### src/core/sbps_pkg.sv
// Purpose: shared constants and types for the sram backup power sequencer
// Assumes: 100 MHz system clock, comparator results synchronous after two flops
// Notes:   times are kept in their own units; cycle counts derive from them
//
// Overview of operation
// - with the main supply good, the chip enable output follows the chip enable input.
// - a memory cycle in progress at power-fail keeps its chip enable until it ends or times out.
// - an idle chip enable output at power-fail is forced inactive within the protect delay.
// - a main supply trip raises reset, lowers the active-low reset and forces the chip enable output high.
// - the switched ram supply comes from whichever of main supply and battery is higher.
// - a fresh battery leaves the ram supply off until the main supply first appears.
// - power-fail follows the main supply falling to or rising above the battery level.
// - the early warning interrupt falls when the sense input drops below its trip level while the main supply is good.
// - reset is held for the full power-up reset time after the main supply becomes valid.
// - later sense drops raise a fresh warning and a missing watchdog kick raises reset.
// - the cycle-finish limit is at most 5 microseconds.
// - the protect delay lies between 7 and 144 microseconds.
package sbps_pkg;

   localparam int CLK_PERIOD_NS         = 10;
   localparam int CYCLE_FINISH_LIMIT_NS = 5000;    // longest time, rounds down
   localparam int PROTECT_DELAY_MIN_NS  = 7000;    // least time, rounds up
   localparam int POWERUP_RESET_TIME_MS = 100;
   localparam int WATCHDOG_TIMEOUT_MS   = 170;

   localparam int CYCLE_FINISH_CYC  = CYCLE_FINISH_LIMIT_NS / CLK_PERIOD_NS;
   localparam int PROTECT_DELAY_CYC =
      (PROTECT_DELAY_MIN_NS + CLK_PERIOD_NS - 1) / CLK_PERIOD_NS;
   localparam int POWERUP_RESET_CYC = POWERUP_RESET_TIME_MS * 1000000 / CLK_PERIOD_NS;
   localparam int WATCHDOG_CYC      = WATCHDOG_TIMEOUT_MS * 1000000 / CLK_PERIOD_NS;

   localparam int CNT_W = 32;
   localparam logic [CNT_W-1:0] CNT_ZERO = 32'h0000_0000;
   localparam logic [2:0] SYNC_RESET = 3'h0;

   // comparator results gathered together
   typedef struct packed {
      logic main_below_trip;
      logic main_below_battery;
      logic sense_below_trip;
   } sbps_comp_type;

   // ram side outputs
   typedef struct packed {
      logic chip_enable_out_n;
      logic power_fail_out;
      logic ram_from_main;
      logic ram_from_battery;
   } sbps_ram_type;

   // gating of the chip enable path
   typedef enum logic [2:0] {
      CE_FOLLOW  = 3'b001,
      CE_HOLD    = 3'b010,
      CE_PROTECT = 3'b100
   } sbps_ce_state_type;

endpackage

### src/core/sbps_sync.sv
// Purpose: two-flop synchroniser for one comparator result
// Assumes: single clock domain
// Notes:   first flop feeds only the second one
`timescale 1ns/10ps
`default_nettype none
module sbps_sync (
   // clock and reset
   input  wire logic sys_clk_in,
   input  wire logic reset_n_in,
   input  wire logic clk_en_in,
   // data
   input  wire logic async_in,
   output logic      sync_out
);
   logic meta_ff;

   // two stages; reset value reads as a good supply, so nothing trips at release
   always_ff @(posedge sys_clk_in or negedge reset_n_in) begin
      if (!reset_n_in) begin
         meta_ff  <= 1'b0;
         sync_out <= 1'b0;
      end else if (clk_en_in) begin
         meta_ff  <= async_in;
         sync_out <= meta_ff;
      end
   end
endmodule
`default_nettype wire

### src/core/sbps_top.sv
// Purpose: power sequencer gating sram chip enable and ordering power-fail signals
// Assumes: comparator results arrive as levels; one 100 MHz clock
// Notes:   chip enable path is registered, so it lags the input by one cycle
`timescale 1ns/10ps
`default_nettype none
module sbps_top
   import sbps_pkg::*;
#(
   parameter int POWERUP_CYC = POWERUP_RESET_CYC,
   parameter int WDOG_CYC    = WATCHDOG_CYC
) (
   // clock and reset
   input  wire logic    sys_clk_in,
   input  wire logic    reset_n_in,
   input  wire logic    clk_en_in,
   // comparators and battery presence
   input  wire sbps_comp_type comp_in,
   input  wire logic    battery_present_in,
   // processor side
   input  wire logic    chip_enable_in_n,
   input  wire logic    watchdog_kick_n,
   output logic         warning_irq_n_out,
   output logic         reset_out,
   output logic         reset_n_out,
   // ram side
   output sbps_ram_type ram_out
);
   logic main_low;
   logic batt_high;
   logic sense_low;
   logic kick_q_ff;
   logic seal_broken_ff;
   logic [CNT_W-1:0] ce_cnt_ff;
   logic [CNT_W-1:0] por_cnt_ff;
   logic [CNT_W-1:0] wd_cnt_ff;
   logic [2:0] sense_hist_ff;
   logic wd_fire_ff;
   sbps_ce_state_type ce_state_ff;
   sbps_ce_state_type nxt_ce_state;

   // comparator results synchronised before use
   sbps_sync u_sync_trip (
      .sys_clk_in (sys_clk_in),
      .reset_n_in (reset_n_in),
      .clk_en_in  (clk_en_in),
      .async_in   (comp_in.main_below_trip),
      .sync_out   (main_low)
   );
   sbps_sync u_sync_batt (
      .sys_clk_in (sys_clk_in),
      .reset_n_in (reset_n_in),
      .clk_en_in  (clk_en_in),
      .async_in   (comp_in.main_below_battery),
      .sync_out   (batt_high)
   );
   sbps_sync u_sync_sense (
      .sys_clk_in (sys_clk_in),
      .reset_n_in (reset_n_in),
      .clk_en_in  (clk_en_in),
      .async_in   (comp_in.sense_below_trip),
      .sync_out   (sense_low)
   );

   // chip enable gating state: hold only if a cycle is open at the trip
   always_comb begin
      nxt_ce_state = ce_state_ff;
      case (ce_state_ff)
         CE_FOLLOW: begin
            if (main_low) begin
               nxt_ce_state = ram_out.chip_enable_out_n ? CE_PROTECT : CE_HOLD;
            end
         end
         CE_HOLD: begin
            // cycle ends on input high or on the limit
            if (chip_enable_in_n || ce_cnt_ff >= CNT_W'(CYCLE_FINISH_CYC - 1)) begin
               nxt_ce_state = CE_PROTECT;
            end
         end
         CE_PROTECT: begin
            if (!main_low) begin
               nxt_ce_state = CE_FOLLOW;
            end
         end
         default: nxt_ce_state = CE_PROTECT;
      endcase
   end

   always_ff @(posedge sys_clk_in or negedge reset_n_in) begin
      if (!reset_n_in) begin
         ce_state_ff <= CE_PROTECT;
      end else if (clk_en_in) begin
         ce_state_ff <= nxt_ce_state;
      end
   end

   // hold timer, cleared whenever not holding
   always_ff @(posedge sys_clk_in or negedge reset_n_in) begin
      if (!reset_n_in) begin
         ce_cnt_ff <= CNT_ZERO;
      end else if (clk_en_in) begin
         ce_cnt_ff <= (ce_state_ff == CE_HOLD) ? ce_cnt_ff + 1'b1 : CNT_ZERO;
      end
   end

   // chip enable output; protection is immediate, well inside the protect delay
   always_ff @(posedge sys_clk_in or negedge reset_n_in) begin
      if (!reset_n_in) begin
         ram_out.chip_enable_out_n <= 1'b1;
      end else if (clk_en_in) begin
         case (nxt_ce_state)
            CE_FOLLOW:  ram_out.chip_enable_out_n <= chip_enable_in_n;
            CE_HOLD:    ram_out.chip_enable_out_n <= ram_out.chip_enable_out_n;
            default:    ram_out.chip_enable_out_n <= 1'b1;
         endcase
      end
   end

   // power-fail follows the battery comparator both ways
   always_ff @(posedge sys_clk_in or negedge reset_n_in) begin
      if (!reset_n_in) begin
         ram_out.power_fail_out <= 1'b1;
      end else if (clk_en_in) begin
         ram_out.power_fail_out <= batt_high;
      end
   end

   // freshness seal: broken by the main supply, restored by battery removal
   always_ff @(posedge sys_clk_in or negedge reset_n_in) begin
      if (!reset_n_in) begin
         seal_broken_ff <= 1'b0;
      end else if (clk_en_in) begin
         if (!battery_present_in) begin
            seal_broken_ff <= 1'b0;
         end else if (!batt_high) begin
            seal_broken_ff <= 1'b1;
         end
      end
   end

   // ram supply source select, the higher of the two
   always_ff @(posedge sys_clk_in or negedge reset_n_in) begin
      if (!reset_n_in) begin
         ram_out.ram_from_main    <= 1'b0;
         ram_out.ram_from_battery <= 1'b0;
      end else if (clk_en_in) begin
         ram_out.ram_from_main    <= !batt_high;
         ram_out.ram_from_battery <= batt_high && seal_broken_ff && battery_present_in;
      end
   end

   // power-up reset timer restarts on every trip
   always_ff @(posedge sys_clk_in or negedge reset_n_in) begin
      if (!reset_n_in) begin
         por_cnt_ff <= CNT_ZERO;
      end else if (clk_en_in) begin
         if (main_low || wd_fire_ff) begin
            por_cnt_ff <= CNT_ZERO;
         end else if (por_cnt_ff < CNT_W'(POWERUP_CYC)) begin
            por_cnt_ff <= por_cnt_ff + 1'b1;
         end
      end
   end

   // watchdog kick edge; input is synchronous by assumption
   always_ff @(posedge sys_clk_in or negedge reset_n_in) begin
      if (!reset_n_in) begin
         kick_q_ff <= 1'b1;
      end else if (clk_en_in) begin
         kick_q_ff <= watchdog_kick_n;
      end
   end

   // watchdog runs only while reset is released; a miss restarts the reset
   always_ff @(posedge sys_clk_in or negedge reset_n_in) begin
      if (!reset_n_in) begin
         wd_cnt_ff  <= CNT_ZERO;
         wd_fire_ff <= 1'b0;
      end else if (clk_en_in) begin
         wd_fire_ff <= 1'b0;
         if (reset_out || (kick_q_ff && !watchdog_kick_n)) begin
            wd_cnt_ff <= CNT_ZERO;
         end else if (wd_cnt_ff >= CNT_W'(WDOG_CYC - 1)) begin
            wd_cnt_ff  <= CNT_ZERO;
            wd_fire_ff <= 1'b1;
         end else begin
            wd_cnt_ff <= wd_cnt_ff + 1'b1;
         end
      end
   end

   // reset outputs
   always_ff @(posedge sys_clk_in or negedge reset_n_in) begin
      if (!reset_n_in) begin
         reset_out   <= 1'b1;
         reset_n_out <= 1'b0;
      end else if (clk_en_in) begin
         reset_out   <= main_low || wd_fire_ff || (por_cnt_ff < CNT_W'(POWERUP_CYC));
         reset_n_out <= !(main_low || wd_fire_ff || (por_cnt_ff < CNT_W'(POWERUP_CYC)));
      end
   end

   // warning after three low samples, blocked while the main supply is low
   always_ff @(posedge sys_clk_in or negedge reset_n_in) begin
      if (!reset_n_in) begin
         sense_hist_ff     <= SYNC_RESET;
         warning_irq_n_out <= 1'b1;
      end else if (clk_en_in) begin
         sense_hist_ff <= {sense_hist_ff[1:0], sense_low};
         if (!sense_low) begin
            warning_irq_n_out <= 1'b1;
         end else if (&sense_hist_ff[1:0] && sense_low && !main_low) begin
            warning_irq_n_out <= 1'b0;
         end
      end
   end
endmodule
`default_nettype wire

### config.mk
export PLATFORM = sky130hd
export DESIGN_NAME = sbps_top
export DESIGN_NICKNAME = d
export VERILOG_FILES = /design/src/core/sbps_pkg.sv /design/src/core/sbps_sync.sv /design/src/core/sbps_top.sv
export SDC_FILE = /design/constraint.sdc
export NUM_CORES = 1
export LEC_CHECK = 0
export ABC_AREA = 1
export BUFFER_PORTS_ARGS = -buffer_cell sky130_fd_sc_hd__buf_2
export CORE_UTILIZATION = 25
export DETAILED_ROUTE_END_ITERATION = 12
export GPL_TIMING_DRIVEN = 0
export SLEW_MARGIN = 30
export SYNTH_ARGS = -nofsm -noshare
export SYNTH_HDL_FRONTEND = slang
export SYNTH_SLANG_ARGS = --single-unit
export TNS_END_PERCENT = 10
### constraint.sdc
create_clock -name sys_clk_in -period 2.37 [get_ports sys_clk_in]
set_input_delay 0.237 -clock sys_clk_in [delete_from_list [all_inputs] [get_ports sys_clk_in]]
set_output_delay 0.237 -clock sys_clk_in [all_outputs]
set_load 0.02 [all_outputs]
# After elaboration in Yosys (flattened, before gate mapping)

Cells that the tools add are included.

Register bits: 117
Input port bits: 9

Add/subtract/negate cells: 3
Reductions and logical operators: 19
Bitwise logic cells: 1
Muxes and demuxes: 17
Magnitude comparators: 3
Equal/unequal tests: 7

Operator list:

| kind                                                                | count |
|---|---|
| two-way mux 32 bit                                                  | 5 |
| adder 32 x 1 -> 32 bit, second input constant                       | 3 |
| greater-or-equal comparator 32 x 25 -> 1 bit, second input constant | 1 |
| greater-or-equal comparator 32 x 9 -> 1 bit, second input constant  | 1 |
| less-than comparator 32 x 24 -> 1 bit, second input constant        | 1 |
| two-way mux 3 bit                                                   | 4 |
| AND reduction 2 bit                                                 | 5 |
| case mux 3 bit (3 select lines)                                     | 1 |
| equality test 3 x 1 -> 1 bit, second input constant                 | 2 |
| equality test 3 x 2 -> 1 bit, second input constant                 | 2 |
| two-way mux 1 bit                                                   | 6 |
| logical AND 1 bit                                                   | 5 |
| logical NOT 1 bit                                                   | 4 |
| logical OR 1 bit                                                    | 4 |
| != test 2 bit, second input constant                                | 2 |
| equality test 3 bit, second input constant                          | 1 |
| case mux 1 bit (2 select lines)                                     | 1 |
| nonzero test 2 bit                                                  | 1 |
| inverter 1 bit                                                      | 1 |

# Depth between registers and ports, before layout

Gate-level depths: netlist of the first run.

Depth after elaboration: 7
Depth in mapped cells: 13
Mapped depth without buffers: 12

# By module

A second synthesis of the first run with hierarchy kept.

Cell total of the unflattened synthesis: 1081
Area, all modules: 7138.1 um^2

By module, submodules not included:

| module    | cells an instance | instances | area an instance (um^2) | sequential area each (um^2) |
|---|---|---|---|---|
| sbps_top  | 1054              | 1         | 6909.1                  | 2785.2 |
| sbps_sync | 9                 | 3         | 76.3                    | 50.0 |

# Worst setup path after synthesis of the first run

No wires, ideal clock.

Kind: register -> register
Start: reg wd_cnt_ff[0]
End: reg wd_cnt_ff[8]
Stages on the path, launching flop included: 12
Clock period less this slack: 1.559 ns
Buffers on the path: 1
Arrival time: 1.443 ns
Setup time: 0.116 ns
Path slack: 0.811 ns
Cells stage by stage: dfrtp_1 -> ha_1 -> nand3_1 -> o21ai_0 -> nand2_1 -> nand2_1 -> nand2_1 -> nand2_1 -> buf_4 -> inv_2 -> nand2_1 -> nand2_1

Word-level cells in the longest chain between the ends: 3
Elaborated cells between the ends (all ways): 4

RTL lines:

| element                                                                                       | line                             | source |
|---|---|---|
| from (decl)                                                                                   | sbps_top.sv:35                   | `logic [CNT_W-1:0] wd_cnt_ff;` |
| from (signal assigned)                                                                        | sbps_top.sv:186                  | `wd_cnt_ff <= wd_cnt_ff + 1'b1;` |
| adder 32 x 1 -> 32 bit / greater-or-equal comparator 32 x 25 -> 1 bit (equally long branches) | sbps_top.sv:186, sbps_top.sv:182 |  |
| two-way mux 32 bit (*)                                                                        | sbps_top.sv:182                  | `end else if (wd_cnt_ff >= CNT_W'(WDOG_CYC - 1)) begin` |
| two-way mux 32 bit (*)                                                                        | sbps_top.sv:180                  | `if (reset_out \|\| (kick_q_ff && !watchdog_kick_n)) begin` |

Every way passes the cells marked *; elsewhere a longest branch is shown, timed or not.
A chain may end at the register's enable or synchronous reset.

# Worst setup path after layout of the first run

Start: reg wd_cnt_ff[0]
End: reg wd_cnt_ff[9]

Same word-level chain as after synthesis.

==> impl_metrics.csv, run 1 <==
group,metric,value,unit
outcome,outcome,"completed",
clocking,clk_pin_slew,0.06,ns
floorplanning,core_area,27900,µm²
sta,drv_slew,0,
critical_path,worstSetupEndpoint,"wd_cnt_ff[9]$_DFFE_PN0P_",
grt,grt_pass1_vias,6299,
grt,grt_usage,13.3,%
sta,period_share,81.7,%
yosys,syn_nets,1083,
sta,post-route-min-period,1.94,ns
yosys,yosys.area_share.adder,0.526,%
clocking,numCtsBuffers,17,
placed_design,dp_slack,0.447,ns
critical_path,crit_family,"simple AND/OR/NAND/NOR gates",
layout,final_util,29.9,%
power_and_ir_drop,internal_power,3900,µW
critical_path,end_kind,"flop",
clocking,cts_setup_buffers,0,
sta,slew-limit-headroom,56.7,%
yosys,synth_cell_types,39,
power_and_ir_drop,pwr-share-clk,51.0,%
power_and_ir_drop,comb_power_share,8.2,%
critical_path,cp.required,2.69,ns
critical_path,startpoint,"wd_cnt_ff[0]$_DFFE_PN0P_",
critical_path,crit-reg2reg-capture,"wd_cnt_ff[9]$_DFFE_PN0P_",
clocking,cts.repair.resized,0,
layout,final_cell_mix,"nand2_1, nor2_1, dfrtp_1",
critical_path,path_cells,"ha_1 -> nand3_1 -> o21ai_0 -> nand2_1 -> nand2_1 -> nand2_1 -> nand2_1 -> buf_4 -> inv_2 -> nand2_1 -> nand2_1",
critical_path,crit_type,"flop to flop",
critical_path,r2r_cells,11,
sta,skew,0.0118,ns
floorplanning,die_w,171,µm
sta,hold_ws,0.0250,ns
critical_path,cp.depth,11,
yosys,synth_top_family_by_area,"simple AND/OR/NAND/NOR gates",
critical_path,worstPathArrival,2.25,ns
worst_hold_path,min_path_type,"primary input to flop",
placed_design,dp_hpwl,13.3,mm
placed_design,gp_routability_congestion,0.913,
sta,setup_tns,0,ns
yosys,seq_area_frac_synth,41.2,%
sta,max_freq,517,MHz
critical_path,slowest_stage,"dfrtp_1",
layout,layout.nets,1120,
yosys,avgSynthCellArea,6.66,µm²
yosys,synth_edf_count,0,
critical_path,cp_max_fo,10,
power_and_ir_drop,powerDensity,634,nW/µm²
clocking,cts_sinks,117,
yosys,synth_compound_area_share,5.44,%
floorplanning,die-area,29200,µm²
critical_path,r2r_slack,0.43,ns
placed_design,io_buffers,15,
layout,areaGrowthSynthToFinish,17.1,%
critical_path,worst-path-buf-inv,2,
floorplanning,dieHeight,171,µm
route,drtAntennaViolNets,0,
power_and_ir_drop,seqPwrFrac,40.9,%
clocking,clockBufferDepth,2,
clocking,cts_tree,"built",
yosys,synth_flop_cell,"dfrtp_1",
critical_path,worst_path_most_repeated_cell,"nand2_1",
grt,grt_overflow,0,
route,drt-vias-per-instance,4.38,
power_and_ir_drop,swShare,26.3,%
yosys,synthMuxAreaShare,0,%
flow_run,drv_cap,0,
clocking,root_buffer,"clkbuf_16",
worst_hold_path,worstHoldPathCells,3,
sta,worst_slew_pin_slew,0.649,ns
yosys,synth_xor_area_share,2.46,%
power_and_ir_drop,leakagePower,0.00364,µW
route,wl,18.1,mm
yosys,synth-async-reset-ratio,100,%
layout,diodes,0,
critical_path,reg2reg_from,"wd_cnt_ff[0]$_DFFE_PN0P_",
layout,final_common_cell,"nand2_1",
route,drt_first_iter_violations,493,
grt,grt_max_degree,78,
yosys,synth-simple-area-share,43.0,%
route,wire_per_inst,12.1,µm
route,first_pass_iters,7,
critical_path,critical-path-max-stage-delay,0.43,ns
yosys,syn_area,7130,µm²
yosys,yosys_warnings,0,
sta,setup-violations-final,0,
clocking,cts_max_level,4,
grt,antenna_found_initial,0,
critical_path,cp-start-kind,"flop",
floorplanning,initial_core_util,25.5,%
grt,grt_pass1_wl,30.9,mm
layout,drive_gt1_share,9.63,%
route,post-route-drc-count,0,
route,num_vias,6572,
clocking,clock_latency,0.43,ns
yosys,synthCells,1071,
yosys,ys_seq_elements,117,
power_and_ir_drop,vdd_drop_max,0.550,mV
floorplanning,num_rows,61,
sta,fin_ws,0.434,ns
sta,rsz0062_at_grt,"false",
floorplanning,num_io_pins,16,
sta,finalHoldViolCount,0,
power_and_ir_drop,switching_power,1390,µW
clocking,hold_buffers,2,
## per-layer routing
layer | GRT usage [%] | wire length (µm)
met5 | 0 | 0
met4 | 3.96 | 255
met3 | 2.43 | 567
met2 | 20.8 | 7980
met1 | 18.6 | 9310
## area by class of cell
| class | count | area [µm²] |
|---|---|---|
| inverter | 103 | 387 |
| clock inverter | 14 | 175 |
| buffer | 26 | 141 |
| multi-input combinational | 825 | 3670 |
| tap | 378 | 473 |
| timing repair buffer | 18 | 133 |
| clock buffer | 18 | 439 |
| sequential | 117 | 2940 |
| fill | 3103 | 19600 |
## per-stage QoR
step | power, µW | instances | cell area, µm²
after floorplan | 2450 | 1071 | 7130
after global placement | 2620 | 1464 | 7680
after detailed placement | 2630 | 1465 | 7720
after CTS | 5350 | 1499 | 8350
after global routing | 5500 | 1499 | 8350
final | 5290 | 1499 | 8350
## synth_stat cells, types with 7 or more instances
cell type / instances / area [µm²]
nor3_1: 8 / 40.0
nand3_1: 89 / 445
inv_1: 96 / 360
nand4_1: 20 / 125
o21ai_1: 12 / 60.1
xor2_1: 14 / 123
nand2_2: 7 / 43.8
nor2_1: 185 / 694
o21ai_0: 41 / 205
nor2_2: 17 / 106
a21oi_1: 16 / 80.1
dfrtp_1: 111 / 2780
clkbuf_1: 13 / 48.8
nand2_1: 382 / 1430
## power groups by stage
stage / registers [µW] / logic (µW) / clock network (µW)
floorplan: 2190 / 263 / 0
global placement: 2200 / 425 / 0
detailed placement: 2200 / 437 / 0
CTS: 2160 / 441 / 2750
global route: 2170 / 493 / 2830
finish: 2160 / 432 / 2700
## worst min path at each step
stage / start / to / slack [ns]
2_1_floorplan: reset_n_in / ce_cnt_ff[0]$_DFFE_PN0P_ / -0.06
3_3_place_gp: comp_in[0] / u_sync_sense.meta_ff$_DFFE_PN0P_ / 0.44
3_5_place_dp: reset_n_in / ce_cnt_ff[20]$_DFFE_PN0P_ / 0.15
4_1_cts: comp_in[2] / u_sync_trip.meta_ff$_DFFE_PN0P_ / 0.01
5_1_grt: comp_in[0] / u_sync_sense.meta_ff$_DFFE_PN0P_ / 0.03
6_report: comp_in[2] / u_sync_trip.meta_ff$_DFFE_PN0P_ / 0.02
## cell families after synthesis
group                      Yosys count
adders and majority gates            3
xor gates and xnor gates            20
and+or+nand+nor                    727
DFF                                117
buffers and inverters              129
AOI/OAI and AO/OA                   75
## flip-flops by register name (all words and copies together) (netlist names)
register / count
u_sync_trip.sync_out: 1
por_cnt_ff: 32
ram_out: 4
sense_hist_ff: 2
u_sync_trip.meta_ff: 1
ce_state_ff: 3
u_sync_sense.sync_out: 1
kick_q_ff: 1
wd_fire_ff: 1
reset_out: 1
u_sync_batt.meta_ff: 1
wd_cnt_ff: 32
seal_broken_ff: 1
ce_cnt_ff: 32
reset_n_out: 1
warning_irq_n_out: 1
u_sync_sense.meta_ff: 1
u_sync_batt.sync_out: 1
## worst register-to-register path: cells and delay by family, from the launching register on
family          cells  cell delay (ns)
simple gates        7             0.61
flops               1             0.43
buf+inv             2             0.28
compound gates      1             0.20
fa+ha+maj           1             0.30
No activity file was read; power rests on OpenSTA's default activity.
==> inputs of run 2 (changes only) <==
- ABC_AREA: 1 -> 0
- clock period: 2.37 -> 1.98 ns (I/O delays scaled with it)
==> run 2 against run 1 <==
  * The flow now finishes with violations (setup timing)
  * Clock skew about the same
  * Synthesized cell count down 44%
  * Via count down 22%
  * First-iteration DRC count down 34%
  * Combinational power up 31%
  * Utilization up 5.9 points
  * Sequential power up 20%
  * Critical endpoint is now wd_cnt_ff[17]$_DFFE_PN0P_
  * Flip-flop and latch count unchanged
  * Largest cell class unchanged
  * Sequential share of layout area up 1.1 points
  * Worst hold slack better by 0.012 ns
==> impl_metrics.csv, run 2 <==
group,metric,value,unit
outcome,outcome,"finished, violations left",
outcome,violations,"setup timing",
layout,drive_gt1_share,32.3,%
critical_path,end_kind,"flop",
flow_run,drv_cap,0,
placed_design,dp_hpwl,9.34,mm
critical_path,r2r_slack,-0.17,ns
route,drt-vias-per-instance,5.04,
route,first_pass_iters,5,
route,drtAntennaViolNets,0,
sta,worst_slew_pin_slew,0.776,ns
placed_design,io_buffers,15,
critical_path,reg2reg_from,"wd_cnt_ff[14]$_DFFE_PN0P_",
layout,layout.nets,702,
clocking,clk_pin_slew,0.05,ns
worst_hold_path,min_path_type,"primary input to flop",
yosys,ys_seq_elements,117,
sta,drv_slew,0,
layout,final_cells,1015,
floorplanning,dieHeight,155,µm
clocking,cts_sinks,117,
sta,setup_tns,-2.48,ns
clocking,clock_latency,0.41,ns
clocking,clockBufferDepth,2,
yosys,synthTopCellsByArea,"dfrtp_1, nand3_1, xor2_1",
worst_hold_path,worstHoldStart,"battery_present_in",
worst_hold_path,worstHoldPathCells,3,
critical_path,cp_max_fo,8,
sta,fin_ws,-0.169,ns
power_and_ir_drop,vdd_drop_max,0.707,mV
yosys,synth_top_area_cell,"dfrtp_1",
yosys,synth.top_cells.by_count,"dfrtp_1, nor2_1, nand2_1, nand3_1, o21ai_0",
route,drt_first_iter_violations,325,
floorplanning,num_rows,55,
placed_design,dpl-instance-area,6390,µm²
placed_design,dp_cells,932,
route,wl_met3,575,µm
grt,antenna_found_initial,0,
yosys,syn_area,5890,µm²
grt,grt_pass1_wl,25.0,mm
power_and_ir_drop,powerDensity,783,nW/µm²
floorplanning,initial_core_util,25.8,%
route,wire_per_inst,15.8,µm
clocking,numCtsBuffers,17,
sta,skew,0.0117,ns
yosys,avgSynthCellArea,9.76,µm²
sta,max_freq,465,MHz
route,met1_length,7.28,mm
grt,grt_overflow,0,
worst_hold_path,min_to,"seal_broken_ff$_DFFE_PN0P_",
route,post-route-drc-count,0,
layout,diodes,0,
route,wl,16.1,mm
yosys,synth_flop_cell,"dfrtp_1",
critical_path,worstPathArrival,2.44,ns
floorplanning,die_w,155,µm
sta,period_share,109,%
power_and_ir_drop,p_total,6390,µW
layout,final_common_cell,"dfrtp_1",
layout,final_cell_mix,"dfrtp_1, nor2_1, nand2_1, buf_4, nand3_1",
sta,finalHoldViolCount,0,
clocking,root_buffer,"clkbuf_16",
sta,setup-violations-final,31,
floorplanning,core_area,22800,µm²
layout,reg_top3,"ce_cnt_ff (32), por_cnt_ff (32), wd_cnt_ff (32)",
grt,grt_usage,13.1,%
route,top_layer,"met4",
critical_path,crit-reg2reg-capture,"wd_cnt_ff[17]$_DFFE_PN0P_",
power_and_ir_drop,leakagePower,0.00341,µW
critical_path,crit_type,"flop to flop",
grt,grt_max_degree,65,
yosys,yosys.cell_count.top_type,"dfrtp_1",
yosys,synth-async-reset-ratio,100,%
yosys,synth_cell_types,59,
clocking,cts_max_level,4,
sta,rsz0062_at_grt,"true",
clocking,cts_tree,"built",
critical_path,cp.required,2.27,ns
critical_path,r2r_cells,8,
route,wl_met2,7.87,mm
sta,slew-limit-headroom,48.3,%
grt,grt_pass1_vias,4819,
yosys,yosys_warnings,0,
yosys,seq_area_frac_synth,49.9,%
yosys,syn_nets,615,
yosys,synth_edf_count,0,
yosys,synthCells,603,
floorplanning,num_io_pins,16,
route,num_vias,5112,
yosys,synth.top_cell.area_share,47.2,%
critical_path,cp-start-kind,"flop",
layout,areaGrowthSynthToFinish,38.8,%
layout,finalInstanceArea,8170,µm²
placed_design,gp_routability_congestion,0.797,
floorplanning,die-area,24200,µm²
placed_design,dp_slack,-0.489,ns
sta,post-route-min-period,2.15,ns
==> run 2: how the worst max path moves through the flow <==
stage | endpoint | from | depth (start not counted)
after CTS | wd_cnt_ff[22]$_DFFE_PN0P_ | wd_cnt_ff[31]$_DFFE_PN0P_ | 8
final | wd_cnt_ff[17]$_DFFE_PN0P_ | wd_cnt_ff[14]$_DFFE_PN0P_ | 8
after global placement | ce_cnt_ff[29]$_DFFE_PN0P_ | reset_n_in | 1
after detailed placement | por_cnt_ff[16]$_DFFE_PN0P_ | u_sync_trip.sync_out$_DFFE_PN0P_ | 7
after floorplan | por_cnt_ff[20]$_DFFE_PN0P_ | por_cnt_ff[14]$_DFFE_PN0P_ | 6
after global routing | wd_cnt_ff[17]$_DFFE_PN0P_ | wd_cnt_ff[14]$_DFFE_PN0P_ | 8
==> run 2: worst max-delay path, stage by stage, from the launching register on <==
cell and delay, ns:
dfrtp_1 0.44, and2_4 0.17, o21a_1 0.22, a2111oi_4 0.38, a21bo_1 0.18, buf_8 0.17, nand2_8 0.09, buf_4 0.16
o41ai_2 0.22
==> run 2: layout make-up <==
| type | instances | area [µm²] |
|---|---|---|
| Buffer | 23 | 195 |
| Clock buffer | 24 | 512 |
| Clock inverter | 7 | 116 |
| Fill cell | 2259 | 14700 |
| Inverter | 13 | 48.8 |
| Multi-Input combinational cell | 449 | 3300 |
| Sequential cell | 117 | 2960 |
| Tap cell | 313 | 392 |
| Timing Repair Buffer | 69 | 649 |
==> run 2: per-layer routing <==
layer | global-route usage (%) | vias to the layer above
li1 | - | 2415
met1 | 17.4 | 2563
met2 | 20.2 | 110
met3 | 2.81 | 24
met4 | 6.02 | 0
met5 | 0 | -
==> run 2: kinds of logic (layout without fill, tap and decap cells) <==
logic type / count (synthesis) / in the layout / synth area share [%]
AOI/OAI and AO/OA: 118 / 118 / 13.6
xor gates and xnor gates: 30 / 30 / 4.46
adders and majority gates: 3 / 3 / 0.638
buffers and inverters: 37 / 136 / 2.55
DFF: 117 / 117 / 49.9
muxes: 20 / 20 / 3.61
and+or+nand+nor: 278 / 278 / 25.2
==> run 2: repair_timing <==
action	CTS	global route
gates resized for setup	88	69
hold endpoints to repair	52	0
hold buffers	1	0
endpoints found under the setup margin	65	72
cloned	2	4
pin swaps	26	24
buffers inserted	18	28
==> run 2: stage by stage <==
step           util [%]  hold WS, ns
2_1_floorplan         -      -0.0976
3_3_place_gp       27.8        0.448
3_5_place_dp       28.0        0.156
4_1_cts            33.2       0.0151
5_1_grt            35.8       0.0396
6_report           35.8       0.0367
==> run 2: where the power goes <==
part           internal [µW]  switching (µW)  leakage (µW)
clock network           2170            1060      0.000309
logic                    220             346       0.00155
registers               2500            96.1       0.00155
==> inputs of run 3 (changes only) <==
- SKIP_CTS_REPAIR_TIMING: default -> 1
==> run 3 against run 2 <==
  * Combinational power down 8.5%
  * Final cell count down 3.3%
  * Global-route usage down 0.77 points
  * Flip-flop and latch count unchanged
  * Sequential power about the same
  * Critical path depth down 1
  * Count of clock-buffer cells in the layout unchanged
  * The flow still finishes with violations (setup timing)
  * Sequential share of layout area up 2.2 points
==> impl_metrics.csv, run 3 (synthesis results as in run 2) <==
group,metric,value,unit
route,num_vias,4855,
clocking,cts_tree,"built",
layout,finalInstanceArea,7660,µm²
critical_path,cp_max_fo,10,
route,wl,14.7,mm
power_and_ir_drop,seqPwrFrac,40.9,%
power_and_ir_drop,comb_power_share,8.2,%
sta,skew,0.0117,ns
outcome,violations,"setup timing",
route,wire_per_inst,15.0,µm
sta,slew-limit-headroom,59.2,%
layout,diodes,0,
worst_hold_path,min_path_type,"primary input to flop",
floorplanning,die-area,24200,µm²
placed_design,dpl-instance-area,6390,µm²
clocking,clk_pin_slew,0.05,ns
power_and_ir_drop,vdd_drop_max,0.703,mV
clocking,cts_sinks,117,
power_and_ir_drop,internal_power,4860,µW
sta,hold_ws,0.0418,ns
sta,setup_tns,-3.90,ns
grt,grt_max_degree,65,
layout,areaGrowthSynthToFinish,30.2,%
critical_path,crit_type,"flop to flop",
clocking,cts_max_level,4,
sta,period_share,110,%
clocking,clockBufferDepth,2,
sta,post-route-min-period,2.17,ns
layout,final_cell_mix,"dfrtp_1, nor2_1, nand2_1",
sta,setup-violations-final,34,
flow_run,drv_cap,0,
clocking,root_buffer,"clkbuf_16",
layout,final_common_cell,"dfrtp_1",
power_and_ir_drop,p_total,6350,µW
critical_path,cp.required,2.29,ns
grt,grt_pass1_vias,4507,
sta,worst_slew_pin_slew,0.613,ns
outcome,outcome,"finished, violations left",
route,drtAntennaViolNets,0,
placed_design,io_buffers,15,
placed_design,gp_routability_congestion,0.797,
sta,max_freq,460,MHz
sta,drv_slew,0,
grt,grt_usage,12.3,%
floorplanning,initial_core_util,25.8,%
placed_design,dp_slack,-0.489,ns
route,post-route-drc-count,0,
floorplanning,num_rows,55,
floorplanning,dieHeight,155,µm
sta,finalHoldViolCount,0,
placed_design,dp_hpwl,9.34,mm
sta,fin_ws,-0.194,ns
power_and_ir_drop,switching_power,1490,µW
route,first_pass_iters,4,
critical_path,end_kind,"flop",
floorplanning,num_io_pins,16,
floorplanning,core_area,22800,µm²
layout,reg_top3,"ce_cnt_ff (32), por_cnt_ff (32), wd_cnt_ff (32)",
route,drt-vias-per-instance,4.95,
clocking,clock_latency,0.41,ns
grt,antenna_found_initial,0,
layout,layout.nets,668,
power_and_ir_drop,pwr-share-clk,50.9,%
power_and_ir_drop,leakagePower,0.00314,µW
critical_path,cp-start-kind,"flop",
power_and_ir_drop,swShare,23.4,%
grt,grt_pass1_wl,23.5,mm
power_and_ir_drop,powerDensity,829,nW/µm²
critical_path,worstPathArrival,2.49,ns
sta,rsz0062_at_grt,"true",
grt,grt_overflow,0,
floorplanning,die_w,155,µm
layout,drive_gt1_share,25.3,%
route,drt_first_iter_violations,273,
clocking,numCtsBuffers,17,
[run 3: changes by cell type in the layout (fill, tap and decap cells not counted), sizes merged]
cell / change
buf: -30
clkbuf: -4
[run 3: power groups by stage]
stage | combinational, µW | clock [µW] | sequential (µW)
after floorplan | 265 | 0 | 2630
after global placement | 457 | 0 | 2630
after detailed placement | 470 | 0 | 2630
after CTS | 472 | 3290 | 2590
after global routing | 580 | 3390 | 2610
final | 518 | 3240 | 2600
[run 3: metrics by stage]
step / instances / utilization (%)
floorplan: 603 / -
global placement: 931 / 27.8
detailed placement: 932 / 28.0
CTS: 963 / 30.7
global route: 981 / 33.5
finish: 981 / 33.5
[run 3: area by class of cell]
type                            instances  area (µm²)
Fill cell                            2314       15200
Multi-Input combinational cell        449        3210
Sequential cell                       117        2950
Clock buffer                           24         512
Tap cell                              313         392
Timing Repair Buffer                   35         283
Buffer                                 23         158
Clock inverter                          7         116
Inverter                               13        48.8
[run 3: worst max-delay path, cell delays in order, from the launching register on]
cell	delay [ns]
dfrtp_1	0.37
or4_4	0.55
nor4_4	0.35
and2_4	0.24
buf_8	0.14
o311a_1	0.24
a22oi_2	0.10
o31ai_4	0.08
[run 3: path summary, 6_finish.rpt]
check | start | cells past startpoint | slack [ns] | endpoint
max in group asynchronous | reset_n_in | 3 | 1.00 | ce_state_ff[2]$_DFFE_PN1P_
min in group asynchronous | reset_n_in | 2 | 0.29 | wd_cnt_ff[13]$_DFFE_PN0P_
worst min register to register | u_sync_sense.sync_out$_DFFE_PN0P_ | 1 | 0.46 | warning_irq_n_out$_DFFE_PN1P_
worst max-delay path | wd_cnt_ff[31]$_DFFE_PN0P_ | 7 | -0.19 | wd_cnt_ff[22]$_DFFE_PN0P_
worst max register to register | wd_cnt_ff[31]$_DFFE_PN0P_ | 7 | -0.19 | wd_cnt_ff[22]$_DFFE_PN0P_
worst min-delay path | battery_present_in | 3 | 0.04 | seal_broken_ff$_DFFE_PN0P_
[run 3: routing by layer]
metal	track usage, %	vias to the layer above	part of all wire (%)
li1	-	2337	-
met1	17.2	2411	47
met2	18.2	92	47
met3	2.67	15	3.6
met4	5.37	0	1.7
met5	0	-	0
